### config.mk
export PLATFORM = sky130hd
export DESIGN_NAME = mode_page_responder
export DESIGN_NICKNAME = d
export VERILOG_FILES = /design/src/mpr_pkg.sv /design/src/mpr_if.sv /design/src/mode_page_responder.sv /design/src/config_var_table.sv /design/src/ext_data_store.sv
export SDC_FILE = /design/constraint.sdc
export NUM_CORES = 1
export LEC_CHECK = 0
export ABC_AREA = 1
export BUFFER_PORTS_ARGS = -buffer_cell sky130_fd_sc_hd__buf_2
export CAP_MARGIN = 20
export CORE_MARGIN = 4
export CORE_UTILIZATION = 40
export CTS_CLUSTER_SIZE = 20
export DETAILED_ROUTE_END_ITERATION = 7
export GPL_ROUTABILITY_DRIVEN = 0
export PLACE_DENSITY = 0.58
export SYNTH_ARGS = -nofsm -noshare
export SYNTH_HDL_FRONTEND = slang
export SYNTH_HIERARCHICAL = 1
export SYNTH_SLANG_ARGS = --single-unit
export TNS_END_PERCENT = 100
### constraint.sdc
create_clock -name CLK_SYS -period 11.8 [get_ports CLK_SYS]
set_input_delay 2.36 -clock CLK_SYS [delete_from_list [all_inputs] [get_ports CLK_SYS]]
set_output_delay 2.36 -clock CLK_SYS [all_outputs]
set_load 0.02 [all_outputs]
### src/mpr_pkg.sv
// Constants, types and the variable table for the mode page responder.
// Assumes one clock domain; every user of these names imports the package.
package mpr_pkg;

  ////////////////////////////////////////////////////////////////////////////
  // Page codes and header bytes
  localparam logic [5:0] PAGE_CFG       = 6'h3D;
  localparam logic [5:0] PAGE_EXT       = 6'h3E;
  localparam logic       SAVABLE_FLAG   = 1'b1;
  localparam logic [7:0] CFG_PARAM_LEN  = 8'h28;
  localparam logic [7:0] EXT_PARAM_LEN  = 8'h20;

  ////////////////////////////////////////////////////////////////////////////
  // Byte positions inside the pages
  localparam logic [5:0] POS_CODE       = 6'h00;
  localparam logic [5:0] POS_LEN        = 6'h01;
  localparam logic [5:0] POS_ATTR       = 6'h02;
  localparam logic [5:0] POS_NAME_FIRST = 6'h04;
  localparam logic [5:0] POS_NAME_LAST  = 6'h17;
  localparam logic [5:0] POS_VAL_FIRST  = 6'h19;
  localparam logic [5:0] POS_VAL_LAST   = 6'h28;
  localparam logic [5:0] POS_EXT_FIRST  = 6'h02;
  localparam logic [5:0] POS_EXT_LAST   = 6'h21;
  localparam logic [5:0] CFG_LAST_BYTE  = 6'h29;
  localparam logic [5:0] EXT_LAST_BYTE  = 6'h21;
  localparam logic [5:0] POS_MAX        = 6'h3F;

  ////////////////////////////////////////////////////////////////////////////
  // Completion status
  localparam logic [3:0]  KEY_NONE      = 4'h0;
  localparam logic [3:0]  KEY_ILLEGAL   = 4'h5;
  localparam logic [7:0]  ASC_NONE      = 8'h00;
  localparam logic [7:0]  ASC_BAD_CDB   = 8'h24;
  localparam logic [7:0]  ASC_BAD_PARAM = 8'h26;
  localparam logic [7:0]  ASCQ_ZERO     = 8'h00;
  localparam logic [15:0] FPTR_NONE     = 16'h0000;
  localparam logic [15:0] FPTR_PAGE     = 16'h0002;
  localparam logic [15:0] FPTR_NAME     = 16'h0004;

  ////////////////////////////////////////////////////////////////////////////
  // Variable table
  localparam int          NVAR          = 5;
  localparam logic [2:0]  VAR_LAST      = 3'h4;
  localparam logic [2:0]  VAR_FIRST     = 3'h0;
  localparam logic [1:0]  TYPE_ASCII    = 2'h0;
  localparam logic [1:0]  TYPE_BYTES    = 2'h1;
  localparam logic [1:0]  TYPE_SIGNED   = 2'h2;
  localparam logic [1:0]  TYPE_UNSIGNED = 2'h3;

  typedef struct packed {
    logic             writable;
    logic [1:0]       vtype;
    logic [4:0]       vlen;
    logic [0:19][7:0] name;
    logic [0:15][7:0] value;
  } var_entry_s;

  // Entries stand in name order so that successive reads walk them sorted
  localparam var_entry_s VAR_TABLE [NVAR] = '{
    '{1'b0, TYPE_UNSIGNED, 5'h02, {"ELEMENT_BASE", 64'h0}, {16'h03E8, 112'h0}},
    '{1'b1, TYPE_ASCII,    5'h00, {"LIBRARY_NAME", 64'h0}, {"LIB0", 96'h0}},
    '{1'b1, TYPE_UNSIGNED, 5'h01, {"SCSI_ID", 104'h0},     {8'h04, 120'h0}},
    '{1'b0, TYPE_BYTES,    5'h04, {"SERIAL_TAG", 80'h0},   {32'hA1B2C3D4, 96'h0}},
    '{1'b1, TYPE_SIGNED,   5'h01, {"TEMP_OFFSET", 72'h0},  {8'hFE, 120'h0}}
  };

  typedef enum logic [2:0] {
    ST_IDLE = 3'b000,
    ST_LOAD = 3'b001,
    ST_SEND = 3'b010,
    ST_RECV = 3'b011,
    ST_DONE = 3'b100
  } resp_state_e;

endpackage : mpr_pkg

### src/mpr_if.sv
// Carriers between the responder and its two stores.
// Assumes the responder drives addresses and the stores answer combinationally.
interface var_table_if;
  import mpr_pkg::*;
  logic [5:0]            addr;
  logic [NVAR-1:0][7:0]  bytes;
  modport reader (output addr, input bytes);
  modport src    (input addr, output bytes);
endinterface : var_table_if

////////////////////////////////////////////////////////////////////////////////
interface ext_store_if;
  logic [4:0] rd_addr;
  logic [7:0] rd_data;
  logic       we;
  logic [4:0] wr_addr;
  logic [7:0] wr_data;
  modport ctrl  (output rd_addr, output we, output wr_addr, output wr_data, input rd_data);
  modport store (input rd_addr, input we, input wr_addr, input wr_data, output rd_data);
endinterface : ext_store_if

### src/mode_page_responder.sv
// Mode sense and mode select responder for the configuration variable
// page and the external data page of the media_changer_unit.
// Assumes the command decoder delivers one command at a time with its page
// code, streams select parameter bytes in order and drains sense bytes.
//
// Notes on behaviour
// RULE1: configuration page byte 0 carries page code 3D hex in bits 5:0.
// RULE2: configuration page parameter length byte reads 28 hex.
// RULE3: savable_flag reads 1 on both the configuration and external pages.
// RULE4: write bit is 0 for read-only variables, 1 for changeable ones.
// RULE5: text type; length 0 means zero-terminated, up to 16 characters.
// RULE6: byte array type; length gives size, at most 16 bytes.
// RULE7: signed type; 1, 2 or 4 bytes, two's complement, MSB first.
// RULE8: unsigned type; 1, 2 or 4 bytes, MSB first.
// RULE9: length holds value size; 0 for zero-terminated strings.
// RULE10: variable name is zero-terminated, at most 20 characters.
// RULE11: 32-byte user store changed only by external page mode select.
// RULE12: external data page byte 0 carries page code 3E hex.
// RULE13: external page length 20 hex, stored bytes at positions 2 to 33.
// RULE14: unsupported page sense gives key 5, 24h/00h, C/D set, pointer 0002h.
// RULE15: select picks variable by name; each later sense returns the next.
// RULE16: byte 2 holds write, type, length; name 4-23, value 25-40.
module mode_page_responder
  import mpr_pkg::*;
(
  input  wire logic        CLK_SYS,     // System clock, 200 MHz
  input  wire logic        RST,         // Asynchronous reset, active high
  input  wire logic        CMD_VALID,   // Command offered
  output logic             CMD_READY,   // Command taken when both high
  input  wire logic        CMD_SENSE,   // 1 mode sense, 0 mode select
  input  wire logic [5:0]  CMD_PAGE,    // Page code from the command
  input  wire logic        SEL_VALID,   // Select parameter byte offered
  output logic             SEL_READY,   // Select byte taken when both high
  input  wire logic [7:0]  SEL_DATA,    // Select parameter byte
  input  wire logic        SEL_LAST,    // Last select parameter byte
  output logic             SNS_VALID,   // Sense byte offered
  input  wire logic        SNS_READY,   // Sense byte taken when both high
  output logic [7:0]       SNS_DATA,    // Sense page byte
  output logic             SNS_LAST,    // Last sense page byte
  output logic             DONE,        // Command finished, one cycle
  output logic             DONE_CHECK,  // Check condition on finish
  output logic [3:0]       SENSE_KEY,   // Sense key
  output logic [7:0]       SENSE_ASC,   // Additional sense code
  output logic [7:0]       SENSE_ASCQ,  // Additional sense qualifier
  output logic             SENSE_CD,    // Error lies in the command block
  output logic [15:0]      SENSE_FPTR   // Field pointer
);

  ////////////////////////////////////////////////////////////////////////////
  // State

  typedef struct packed {
    resp_state_e     state;
    logic            page_ext;
    logic            is_sense;
    logic [5:0]      addr;
    logic [2:0]      var_ptr;
    logic [NVAR-1:0] match;
    logic            name_end;
    logic [7:0]      data;
    logic            last;
    logic            check;
    logic [3:0]      key;
    logic [7:0]      asc;
    logic [7:0]      ascq;
    logic            cd;
    logic [15:0]     fptr;
  } resp_s;

  resp_s st;
  resp_s next_st;

  ////////////////////////////////////////////////////////////////////////////
  // Stores

  var_table_if vt ();
  ext_store_if es ();

  config_var_table u_table (
    .tbl (vt.src)
  );

  ext_data_store u_store (
    .clk  (CLK_SYS),
    .rst  (RST),
    .port (es.store)
  );

  // Lookahead address: st.addr always names the next byte to fetch or receive
  assign vt.addr    = st.addr;
  assign es.rd_addr = 5'(st.addr - POS_EXT_FIRST);

  ////////////////////////////////////////////////////////////////////////////
  // Select byte handling

  logic sel_take;
  logic in_name;
  logic in_ext;

  assign sel_take = (st.state == ST_RECV) && SEL_VALID;
  assign in_name  = (st.addr >= POS_NAME_FIRST) && (st.addr <= POS_NAME_LAST);
  assign in_ext   = (st.addr >= POS_EXT_FIRST) && (st.addr <= POS_EXT_LAST);

  // Only the external page select reaches the store
  assign es.we      = sel_take && st.page_ext && in_ext;  // see RULE11 see RULE13
  assign es.wr_addr = 5'(st.addr - POS_EXT_FIRST);
  assign es.wr_data = SEL_DATA;

  // Each entry checks the incoming name byte against its own name lane
  logic [NVAR-1:0] name_eq;
  for (genvar i = 0; i < NVAR; i++) begin : g_cmp
    assign name_eq[i] = (SEL_DATA == vt.bytes[i]);
  end

  // Lowest matching entry wins; names are unique so at most one can match
  logic       found;
  logic [2:0] found_idx;
  always_comb begin
    found     = 1'b0;
    found_idx = VAR_FIRST;
    for (int k = NVAR - 1; k >= 0; k--) begin
      if (st.match[k] && st.name_end) begin
        found     = 1'b1;
        found_idx = 3'(k);
      end
    end
  end

  ////////////////////////////////////////////////////////////////////////////
  // Sense byte source

  logic [7:0] sense_byte;
  always_comb begin
    sense_byte = vt.bytes[st.var_ptr];
    if (st.page_ext) begin
      if (st.addr == POS_CODE) begin
        sense_byte = {SAVABLE_FLAG, 1'b0, PAGE_EXT};  // see RULE12 see RULE3
      end else if (st.addr == POS_LEN) begin
        sense_byte = EXT_PARAM_LEN;  // see RULE13
      end else begin
        sense_byte = es.rd_data;  // see RULE13 see RULE11
      end
    end
  end

  logic [5:0] last_pos;
  assign last_pos = st.page_ext ? EXT_LAST_BYTE : CFG_LAST_BYTE;

  ////////////////////////////////////////////////////////////////////////////
  // Sequencer

  logic page_ok;
  assign page_ok = (CMD_PAGE == PAGE_CFG) || (CMD_PAGE == PAGE_EXT);

  always_comb begin
    next_st = st;
    unique case (st.state)
      ST_IDLE: begin
        if (CMD_VALID) begin
          next_st.is_sense = CMD_SENSE;
          next_st.page_ext = (CMD_PAGE == PAGE_EXT);
          next_st.addr     = POS_CODE;
          next_st.match    = '1;
          next_st.name_end = 1'b0;
          next_st.check    = 1'b0;
          next_st.key      = KEY_NONE;
          next_st.asc      = ASC_NONE;
          next_st.ascq     = ASCQ_ZERO;
          next_st.cd       = 1'b0;
          next_st.fptr     = FPTR_NONE;
          if (!page_ok) begin
            // Unknown page: report against the page code field of the command
            next_st.state = ST_DONE;
            next_st.check = 1'b1;          // see RULE14
            next_st.key   = KEY_ILLEGAL;   // see RULE14
            next_st.asc   = ASC_BAD_CDB;   // see RULE14
            next_st.ascq  = ASCQ_ZERO;     // see RULE14
            next_st.cd    = 1'b1;          // see RULE14
            next_st.fptr  = FPTR_PAGE;     // see RULE14
          end else if (CMD_SENSE) begin
            next_st.state = ST_LOAD;
          end else begin
            next_st.state = ST_RECV;
          end
        end
      end

      ST_LOAD: begin
        // First byte is fetched before valid rises so data leaves a flip-flop
        next_st.data  = sense_byte;
        next_st.last  = 1'b0;
        next_st.addr  = 6'(st.addr + 6'h01);
        next_st.state = ST_SEND;
      end

      ST_SEND: begin
        if (SNS_READY) begin
          if (st.last) begin
            next_st.state = ST_DONE;
            if (!st.page_ext) begin
              // Each sense of the variable page moves on to the next name
              next_st.var_ptr = (st.var_ptr == VAR_LAST) ? VAR_FIRST : 3'(st.var_ptr + 3'h1);  // see RULE15
            end
          end else begin
            next_st.data = sense_byte;
            next_st.last = (st.addr == last_pos);
            next_st.addr = 6'(st.addr + 6'h01);
          end
        end
      end

      ST_RECV: begin
        if (SEL_VALID) begin
          if (!st.page_ext && in_name && !st.name_end) begin
            // Bytes past the host's terminator are not compared
            next_st.match    = st.match & name_eq;  // see RULE15
            next_st.name_end = (SEL_DATA == 8'h00);
          end
          if (st.addr != POS_MAX) begin
            next_st.addr = 6'(st.addr + 6'h01);
          end
          if (SEL_LAST) begin
            next_st.state = ST_DONE;
          end
        end
      end

      ST_DONE: begin
        next_st.state = ST_IDLE;
      end

      default: begin
        next_st.state = ST_IDLE;
      end
    endcase

    // Name lookup resolves on the cycle after the last select byte
    if (st.state == ST_DONE && !st.is_sense && !st.page_ext && !st.check) begin
      if (found) begin
        next_st.var_ptr = found_idx;  // see RULE15
      end
    end
  end

  // Unmatched names are flagged as soon as the last byte lands
  logic name_miss;
  assign name_miss = (st.state == ST_DONE) && !st.is_sense && !st.page_ext && !st.check && !found;

  always_ff @(posedge CLK_SYS or posedge RST) begin
    if (RST) begin
      st       <= '0;
      st.state <= ST_IDLE;
    end else begin
      st <= next_st;
    end
  end

  ////////////////////////////////////////////////////////////////////////////
  // Outputs

  assign CMD_READY  = (st.state == ST_IDLE);
  assign SEL_READY  = (st.state == ST_RECV);
  assign SNS_VALID  = (st.state == ST_SEND);
  assign SNS_DATA   = st.data;
  assign SNS_LAST   = st.last;
  assign DONE       = (st.state == ST_DONE);
  assign DONE_CHECK = st.check || name_miss;
  assign SENSE_KEY  = name_miss ? KEY_ILLEGAL : st.key;
  assign SENSE_ASC  = name_miss ? ASC_BAD_PARAM : st.asc;
  assign SENSE_ASCQ = st.ascq;
  assign SENSE_CD   = st.cd;
  assign SENSE_FPTR = name_miss ? FPTR_NAME : st.fptr;

endmodule : mode_page_responder

### src/config_var_table.sv
// Configuration page image of every variable, one byte lane per entry.
// Assumes the reader presents a page byte position; answers combinationally.
module config_var_table
  import mpr_pkg::*;
(
  var_table_if.src tbl  // Byte position in, one page byte per variable out
);

  ////////////////////////////////////////////////////////////////////////////
  for (genvar i = 0; i < NVAR; i++) begin : g_entry
    logic [7:0] page_byte;
    always_comb begin
      page_byte = 8'h00;
      if (tbl.addr == POS_CODE) begin
        page_byte = {SAVABLE_FLAG, 1'b0, PAGE_CFG};  // see RULE1 see RULE3
      end else if (tbl.addr == POS_LEN) begin
        page_byte = CFG_PARAM_LEN;  // see RULE2
      end else if (tbl.addr == POS_ATTR) begin
        // Write permission, type and length packed into one byte
        page_byte = {VAR_TABLE[i].writable, VAR_TABLE[i].vtype, VAR_TABLE[i].vlen};  // see RULE4 see RULE9 see RULE16
      end else if (tbl.addr >= POS_NAME_FIRST && tbl.addr <= POS_NAME_LAST) begin
        // Zero padding doubles as terminator, so a 20 character name ends at byte 24
        page_byte = VAR_TABLE[i].name[5'(tbl.addr - POS_NAME_FIRST)];  // see RULE10 see RULE16
      end else if (tbl.addr >= POS_VAL_FIRST && tbl.addr <= POS_VAL_LAST) begin
        // Values are stored left aligned, so integers go out most significant byte first
        page_byte = VAR_TABLE[i].value[4'(tbl.addr - POS_VAL_FIRST)];  // see RULE5 see RULE6 see RULE7 see RULE8
      end
    end
    assign tbl.bytes[i] = page_byte;
  end

endmodule : config_var_table

### src/ext_data_store.sv
// Thirty-two byte user store behind the external data page.
// Assumes write strobes come only from a mode select of that page.
module ext_data_store
  import mpr_pkg::*;
(
  input  wire logic    clk,   // System clock
  input  wire logic    rst,   // Asynchronous reset, active high
  ext_store_if.store   port   // Read and write port
);

  typedef struct packed {
    logic [31:0][7:0] mem;
  } store_s;

  store_s st;
  store_s next_st;

  ////////////////////////////////////////////////////////////////////////////
  // Between resets, contents are touched only by the write strobe
  always_comb begin
    next_st = st;
    if (port.we) begin
      next_st.mem[port.wr_addr] = port.wr_data;  // see RULE11
    end
  end

  // Flip-flops clear at reset; keeping them across power loss is up to the cell library
  always_ff @(posedge clk or posedge rst) begin
    if (rst) begin
      st <= '0;
    end else begin
      st <= next_st;
    end
  end

  assign port.rd_data = st.mem[port.rd_addr];

endmodule : ext_data_store

==> results.toml, run 1 <==
[grt]
met1_usage_pct = 30.3
top_usage_layer = "met2"
grt_overflow = 0
grt_pass1_wl_um = 78600
grtUsageTotal_pct = 21.5
grt_max_degree = 110
use_met2_pct = 34.4
grt_pass1_vias = 14400
grt_antenna_before_repair = 0
grtUsageMet3_pct = 2.77

[floorplan]
num_rows = 74
initial_core_util_pct = 40.7
dieWidth_um = 212
die_h_um = 212
die_area_sq_mm = 0.0451
ios = 72
core_area_sq_mm = 0.0410

[worst_setup_path]
slowest_delay_ps = 660
cpMostUsedCell = "inv_1"
path_max_fanout = 22
crit_family = "flip-flops"
critPathRequiredTime_ps = 9440
slowest_stage = "dfrtp_1"
crit_buf_inv = 3
crit_type = "reg -> out"
critPathLaunchType = "flip-flop"
path_cells = "inv_1 > nand3_1 > nor2_2 > inv_1 > o21ai_0 > buf_2"
worstPathArrival_ps = 2290
endpoint_kind = "output pin"

[cts]
hold_buffers = 0
cts_setup_buffers = 0
cts_resized = 0
clkSinkCount = 286
cts_tree = "built"
path_clk_slew_ps = 60
htreeDepth = 2
cts_buffers = 34
clock_path_buffers = 3
clk_latency_ps = 530
cts_root_buf = "clkbuf_16"

[sta]
final_max_slew_viol_count = 0
relSlewSlack_pct = 31.1
period_share_pct = 39.4
setup_viol = 0
period_minus_slack_ps = 4650
tns_ps = 0
hold_violations = 0
clock.fmax_mhz = 215
tightest_slew_ps = 1030
rsz0062_at_grt = "false"
finClkSkew_ps = 18.1
hold_slack_ps = 476

[routing]
antenna_left = 0
wl_um = 48100
viasPerCell = 5.30
vias = 15100
drt_iter0_drc = 1512
drc = 0
wire_per_inst_um = 16.8
drt_first_pass_iters = 6

[hold_path]
worstHoldPathType = "reg -> reg"

[outcome]
status = "finished clean"

[logic_synthesis]
async_flop_share_pct = 100
synthCells = 2352
synth.distinct_cells = 45
synth_enable_flop_cells = 0
syn-cell-area_sq_mm = 0.0167
ys_warn_count = 6
avgSynthCellArea_sq_um = 7.10
synth_seq_cells = 286
synth_ff_type = "dfrtp_1"
ys_seq_area_share_pct = 42.9

[pwr]
power.leakage_nw = 8.56
peakVddDrop_v = 0.000126
p_per_area_mw_per_mm2 = 133

[placed_design]
dp_hpwl_um = 30500
portBuffers = 42

[layout]
nets = 2352
layout_common_cells = "958 x nand2_1, 285 x dfrtp_1, 266 x o21ai_0"
diodes = 0
mostFrequentLayoutCell = "nand2_1"
fill_cells = 4293
drive_gt1_share_pct = 7.78
syn_to_final_growth_pct = 8.27

[flow_run]
drv_cap = 0
cells in the mapped netlist, drive strengths merged, types with 2 or more instances:
library cell  count  area, sq um
ha               29          363
or2               3         18.8
o211ai           10         75.1
xnor2            22          193
a21oi            42          221
a31oi             2         12.5
nand3           265         1390
nor3             15          130
nand4            20          125
nor2             87          364
dfrtp           286         7160
clkbuf           89          335
buf              90          576
inv             115          439
o21ai           293         1500
xor2              3         26.3
clkinv            3         12.5
nand2           972         3710
metal layers:
metal  routed length [um]  vias to the layer above
li1                     -                     7407
met1                22000                     7205
met2                22100                      436
met3                 2370                       99
met4                 1650                        0
met5                    0                        -
cell type report:
type / instances / area, sq um / share of cell area, %
sequential: 286 / 7160 / 39.6
clock buffer: 52 / 1010 / 5.58
timing repair buffer: 65 / 403 / 2.23
tap: 532 / 666 / 3.68
clock inverter: 8 / 97.6 / 0.540
multi-input combinational: 1797 / 8280 / 45.8
inverter: 118 / 460 / 2.55
state kept, by name (all words and copies together), names as in the netlist:
signal / cells
SNS_LAST: 1
vt.addr: 6
st: 15
SNS_DATA: 8
u_store/st: 256
power breakdown:
group | internal [mW] | switching, mW | leakage, nW
Sequential | 1.00 | 0.0405 | 3.95
Combinational | 0.0919 | 0.240 | 4.07
Clock | 0.616 | 0.422 | 0.541
metrics by stage:
step	cell area (sq um)	cells	utilization [%]	setup WS [ps]	power (mW)
final	18100	2858	44.1	7150	2.41
after global routing	18100	2858	44.1	6970	2.53
after CTS	18100	2857	44.0	7120	2.44
after detailed placement	16900	2797	41.3	6950	1.39
after global placement	16900	2797	41.3	7050	1.39
after floorplan	16800	2380	-	2400	1.32
tightest hold or removal path, stage by stage, from the launching register on:
cell	delay, ps
dfrtp_1	330
nand2_1	50
nand2_1	60
kinds of logic after synthesis:
logic type      synth area share (%)
simple gates                    34.5
compound gates                  11.0
buf+inv                         8.16
flops                           42.9
fa+ha+maj                       2.17
xor+xnor                        1.31
other cells                   0.0225
final timing paths:
kind	to	slack (ps)	from	cells past startpoint
max in group asynchronous	u_store/st[220]	8420	RST	3
hold / removal	SNS_DATA[0]	480	SNS_DATA[0]	2
min in group asynchronous	vt.addr[5]	1970	RST	3
setup / recovery	SENSE_ASC[2]	7150	st[63]	6
setup reg to reg	SNS_DATA[1]	7570	vt.addr[0]	16
hold reg to reg	SNS_DATA[0]	480	SNS_DATA[0]	2
No activity file was read; power rests on OpenSTA's default activity.
==> inputs of run 2 (changes only) <==
- ABC_AREA: 1 -> 0
- clock period: 11.8 -> 4.52 ns (I/O delays scaled with it)
==> run 2 against run 1 <==
  * Sequential share of layout area up 1.5 points
  * Setup slack got worse by 6400 ps
  * Final cell count fell by 37%
  * Sequential cell count unchanged
  * Core utilization grew 0.54 points
  * Sequential power increased to 2.6 times the previous value
  * Largest power group unchanged
  * Highest routed layer unchanged
==> results.toml, run 2 <==
[outcome]
status = "finished clean"

[cts]
cts_resized = 0
cts_tree = "built"
path_clk_slew_ps = 60
clock_path_buffers = 3
cts_setup_buffers = 0
cts_root_buf = "clkbuf_16"
cts_buffers = 30
hold_buffers = 0
htreeDepth = 1
clkSinkCount = 286
clk_latency_ps = 560

[logic_synthesis]
synthCells = 1246
avgSynthCellArea_sq_um = 12.8
synth_seq_cells = 286
ys_seq_area_share_pct = 45.0
synth_top_cell_area_share_pct = 45.0
synth_enable_flop_cells = 0
async_flop_share_pct = 100
ys_warn_count = 6
syn-cell-area_sq_mm = 0.0159
synth.distinct_cells = 73
synth_ff_type = "dfrtp_1"
synthTopCellsByArea = "dfrtp_1 45%, mux2_2 20%, mux4_2 11%"
synth.most_common_cell = "dfrtp_1"
synth_top_cell_by_area = "dfrtp_1"
ys_top_cells_by_count = "286 x dfrtp_1, 282 x mux2_2, 81 x mux4_2"

[routing]
drc = 0
vias = 10100
antenna_left = 0
drt_first_pass_iters = 5
viasPerCell = 5.61
wl_um = 38700
wire_per_inst_um = 21.6
drt_iter0_drc = 662

[grt]
grt_max_degree = 119
grtUsageTotal_pct = 17.6
grt_pass1_wl_um = 61300
grt_antenna_before_repair = 1
grt_overflow = 0
grt_pass1_vias = 10200

[worst_setup_path]
critPathLaunchType = "flip-flop"
path_cells = "inv_1 > ha_1 > nor3b_1 > o32a_2 > nor4_4 > inv_1 > o21ai_0 > xnor2_1 > nand4_1 > o211ai_1 > a21o_1"
endpoint_kind = "flip-flop"
crit_buf_inv = 2
crit_family = "compound AO/OA/AOI/OAI gates"
worstPathArrival_ps = 4210
cpMostUsedCell = "inv_1"
crit_type = "reg -> reg"
path_max_fanout = 12
slowest_delay_ps = 510
slowest_stage = "ha_1"
critPathRequiredTime_ps = 5010

[sta]
rsz0062_at_grt = "false"
period_minus_slack_ps = 3720
clock.fmax_mhz = 269
finClkSkew_ps = 12.1
setup_viol = 0
period_share_pct = 82.3
hold_slack_ps = 394
hold_violations = 0
tightest_slew_ps = 890
tns_ps = 0
layout_setup_ws_ps = 798
final_max_slew_viol_count = 0
relSlewSlack_pct = 40.6

[flow_run]
drv_cap = 0

[placed_design]
dp_hpwl_um = 26000
dpl_cell_area_sq_mm = 0.0165
portBuffers = 42
place_ws_ps = 869

[layout]
final_area_sq_mm = 0.0174
largest_reg_flops = 256
syn_to_final_growth_pct = 9.35
fill_cells = 3589
nets = 1302
regMostFlops = "u_store/st"
layout_common_cells = "285 x dfrtp_1, 282 x mux2_2, 81 x mux4_2"
mostFrequentLayoutCell = "dfrtp_1"
drive_gt1_share_pct = 39.8

[pwr]
peakVddDrop_v = 0.000330
power.leakage_nw = 8.00
p_per_area_mw_per_mm2 = 326

[hold_path]
worstHoldPathType = "in -> async"

[floorplan]
die_h_um = 207
initial_core_util_pct = 40.8
die_area_sq_mm = 0.0430
ios = 72
core_area_sq_mm = 0.0390
num_rows = 72
dieWidth_um = 207
run 2: changes by cell type after synthesis, sizes merged, moves of 27 or more:
| cell | change |
|---|---|
| a21oi | -27 |
| clkbuf | -32 |
| inv | -97 |
| mux2 | +282 |
| mux4 | +81 |
| nand2 | -898 |
| nand3 | -246 |
| nor2 | -38 |
| o21ai | -261 |
run 2: final timing paths:
| kind | cells after the start | from | slack [ps] | to |
|---|---|---|---|---|
| max | 11 | vt.addr[1] | 800 | st[51] |
| min | 2 | RST | 390 | u_store/st[112] |
| max reg2reg | 11 | vt.addr[1] | 800 | st[51] |
| min reg2reg | 2 | st[62] | 500 | st[62] |
| max in group asynchronous | 3 | RST | 3040 | u_store/st[228] |
| min in group CLK_SYS | 2 | st[62] | 500 | st[62] |
run 2: area by class of cell:
| class | instances | area (sq um) | area share, % |
|---|---|---|---|
| Clock buffer | 47 | 866 | 4.97 |
| Multi-Input combinational cell | 838 | 8070 | 46.4 |
| Clock inverter | 6 | 55.1 | 0.316 |
| Antenna cell | 1 | 2.50 | 0.0144 |
| Inverter | 19 | 78.8 | 0.453 |
| Timing Repair Buffer | 77 | 523 | 3.01 |
| Tap cell | 518 | 648 | 3.72 |
| Sequential cell | 286 | 7160 | 41.1 |
run 2: layer usage:
metal | part of all wire, % | up-vias | wire length [um] | global-route usage (%)
met5 | 0 | - | 0 | 0
met4 | 2.2 | 0 | 859 | 4.81
met3 | 4.0 | 59 | 1550 | 2.43
met2 | 48 | 238 | 18800 | 28.8
met1 | 45 | 5252 | 17500 | 24.9
li1 | - | 4506 | - | -
run 2: worst register-to-register path, stage by stage (launching register included):
cell	delay, ps
dfrtp_1	480
inv_1	270
ha_1	510
nor3b_1	110
o32a_2	380
nor4_4	450
inv_1	170
o21ai_0	490
xnor2_1	180
nand4_1	190
o211ai_1	270
a21o_1	160
run 2: cell families after synthesis:
family                     count (synthesis)  synth area share (%)
muxes                                    374                  32.1
DFF                                      286                  45.0
and+or+nand+nor                          233                  7.62
buffers and inverters                    150                  5.06
AOI/OAI and AO/OA                        127                  5.42
xor gates and xnor gates                  46                  2.53
adders and majority gates                 29                  2.28
other                                      1                0.0236
run 2: per-stage QoR:
| step | utilization (%) | std cells | power [mW] |
|---|---|---|---|
| floorplan | - | 1274 | 3.24 |
| global placement | 42.3 | 1738 | 3.38 |
| detailed placement | 42.3 | 1738 | 3.38 |
| CTS | 44.6 | 1791 | 5.75 |
| global route | 44.6 | 1791 | 5.92 |
| finish | 44.6 | 1792 | 5.68 |
run 2: power breakdown:
group          total (mW)  internal [mW]  switching, mW
sequential           2.67           2.60         0.0654
clock                2.34           1.36          0.984
combinational       0.665          0.217          0.448
==> inputs of run 3 (changes only) <==
- ABC_AREA: 0 -> 1
- PLACE_DENSITY: 0.58 -> 0.6
- clock period: 4.52 -> 3 ns (I/O delays scaled with it)
==> run 3 against run 2 <==
  * Register-to-register slack worse by 600 ps
  * Via count is 53% higher
  * Design area is 6.4% higher
  * Non-clock buffer count is 22 higher
  * Sequential power is 51% higher
  * Wire length is 27% higher
  * First-iteration DRC count is 120% higher
  * Die area is 4.7% higher
  * Critical endpoint is now u_store/st[4]
  * Highest routed layer unchanged
==> results.toml, run 3 (synthesized netlist as in run 1, its figures left out) <==
[routing]
wire_per_inst_um = 17.0
drt_first_pass_iters = 5
antenna_left = 0
drc = 0
viasPerCell = 5.31
drt_iter0_drc = 1432
vias = 15300
wl_um = 49200

[placed_design]
dp_hpwl_um = 31500
placedCellCount = 2823
place_ws_ps = 88.8
dpl_cell_area_sq_mm = 0.0172
portBuffers = 42

[layout]
multi_input_area_sq_mm = 0.00835
diodes = 0
fill_cells = 4195
final_cells = 2892
regMostFlops = "u_store/st"
mostFrequentLayoutCell = "nand2_1"
final_area_sq_mm = 0.0185
nets = 2386
largest_reg_flops = 256
drive_gt1_share_pct = 10.2
syn_to_final_growth_pct = 10.9
layout_common_cells = "948 x nand2_1, 285 x dfrtp_1, 262 x o21ai_0"
area.sequential_sq_mm = 0.00716

[worst_setup_path]
reg2reg_to = "u_store/st[4]"
reg2reg_slack_ps = 190
critPathRequiredTime_ps = 3380
r2r-start = "vt.addr[1]"
crit_type = "reg -> reg"
critPathLaunchType = "flip-flop"
worstPathArrival_ps = 3190
path_max_fanout = 16
reg2reg_depth = 12
endpoint_kind = "flip-flop"

[pwr]
internal_power_mw = 6.87
combPwrFrac_pct = 14.7
p_sw_mw = 2.81
power.leakage_nw = 8.78
peakVddDrop_v = 0.000485
p_per_area_mw_per_mm2 = 523
p_seq_share_pct = 41.6
swShare_pct = 29.0
clkPwrFrac_pct = 43.7

[sta]
tightest_slew_ps = 841
rsz0062_at_grt = "true"
setup_viol = 0
hold_violations = 0
hold_slack_ps = 322
layout_setup_ws_ps = 194
period_share_pct = 93.5
period_minus_slack_ps = 2810
finClkSkew_ps = 25.3
relSlewSlack_pct = 43.9
clock.fmax_mhz = 356
final_max_slew_viol_count = 0

[cts]
clock_path_buffers = 3
clk_latency_ps = 540
htreeDepth = 2
cts_root_buf = "clkbuf_16"
cts_buffers = 34
clkSinkCount = 286
path_clk_slew_ps = 60
cts_tree = "built"

[grt]
grt_max_degree = 143
grt_pass1_vias = 14600
met1_usage_pct = 30.3
use_met2_pct = 35.0
grt_pass1_wl_um = 79700
top_usage_layer = "met2"
grtUsageMet3_pct = 3.11
grtUsageTotal_pct = 21.7
grt_overflow = 0
grt_antenna_before_repair = 0

[flow_run]
drv_cap = 0

[hold_path]
worstHoldPathType = "in -> reg"
holdCritStartpoint = "CMD_VALID"
worstHoldPathCells = 3
holdPathEnd = "st[64]"

[floorplan]
die_h_um = 212
ios = 72
core_area_sq_mm = 0.0410
die_area_sq_mm = 0.0451
dieWidth_um = 212
num_rows = 74
initial_core_util_pct = 40.7

[outcome]
status = "finished clean"
==> run 3: changes by cell type in the layout (fill, tap and decap cells not counted), moves of 14 or more <==
cell     change
inv_1       +85
nand2_1    +874
a21o_1      -14
buf_4       +17
o21ai_1     +23
nand2_2     +20
xnor2_1     -20
nor2_1      +31
a21oi_1     +26
o21ai_0    +232
mux4_2      -81
nand3_1    +236
mux2_2     -282
==> run 3: critical path, stage by stage, from the launching register on <==
cell     delay (ps)
dfrtp_1         430
inv_2           130
ha_1            220
nand4_1         140
o21ai_0         170
nand2_1          70
a21oi_1         140
inv_1           180
nor3_2          370
buf_4           260
nand2_1         320
nand2_1         160
o21ai_0          90
==> run 3: how the worst max path moves through the flow <==
stage                     from             end  slack (ps)  cells past startpoint
floorplan                  RST   u_store/st[0]        -970                      1
global placement    vt.addr[3]  u_store/st[26]         120                     10
finish              vt.addr[1]   u_store/st[4]         190                     12
global route        vt.addr[0]     SNS_DATA[3]         -10                     19
detailed placement  vt.addr[3]  u_store/st[27]          90                     10
CTS                 vt.addr[2]  u_store/st[58]          30                     10
==> run 3: final cells by class <==
class	instances	share of cell area, %
inverter	118	2.47
multi-input combinational	1797	45.1
clock buffer	48	5.48
timing repair buffer	99	3.95
sequential	286	38.7
clock inverter	12	0.757
tap	532	3.60
==> run 3: routing by layer <==
metal  up-vias  share of wire, %
li1       7465                 -
met1      7251                45
met5         -                 0
met2       528                46
met3       105               5.9
met4         0               3.0
==> run 3: stage by stage <==
| stage | util, % | power, mW | TNS [ps] |
|---|---|---|---|
| floorplan | - | 5.17 | -248740 |
| global placement | 41.9 | 5.50 | 0 |
| detailed placement | 41.9 | 5.51 | 0 |
| CTS | 44.8 | 9.78 | 0 |
| global route | 45.1 | 10.2 | -12.4 |
| finish | 45.1 | 9.68 | 0 |
==> run 3: power groups by stage <==
| stage | logic [mW] | registers [mW] | clock network [mW] |
|---|---|---|---|
| after floorplan | 1.11 | 4.07 | 0 |
| after global placement | 1.41 | 4.09 | 0 |
| after detailed placement | 1.41 | 4.10 | 0 |
| after CTS | 1.42 | 4.03 | 4.33 |
| after global routing | 1.59 | 4.04 | 4.52 |
| final | 1.42 | 4.03 | 4.23 |
==> run 3: timing repair <==
item	CTS	global route
endpoints found under the setup margin	0	230
buffers inserted	0	8
endpoints found under the hold margin	4	0
hold buffers	1	0
gates resized for setup	0	26
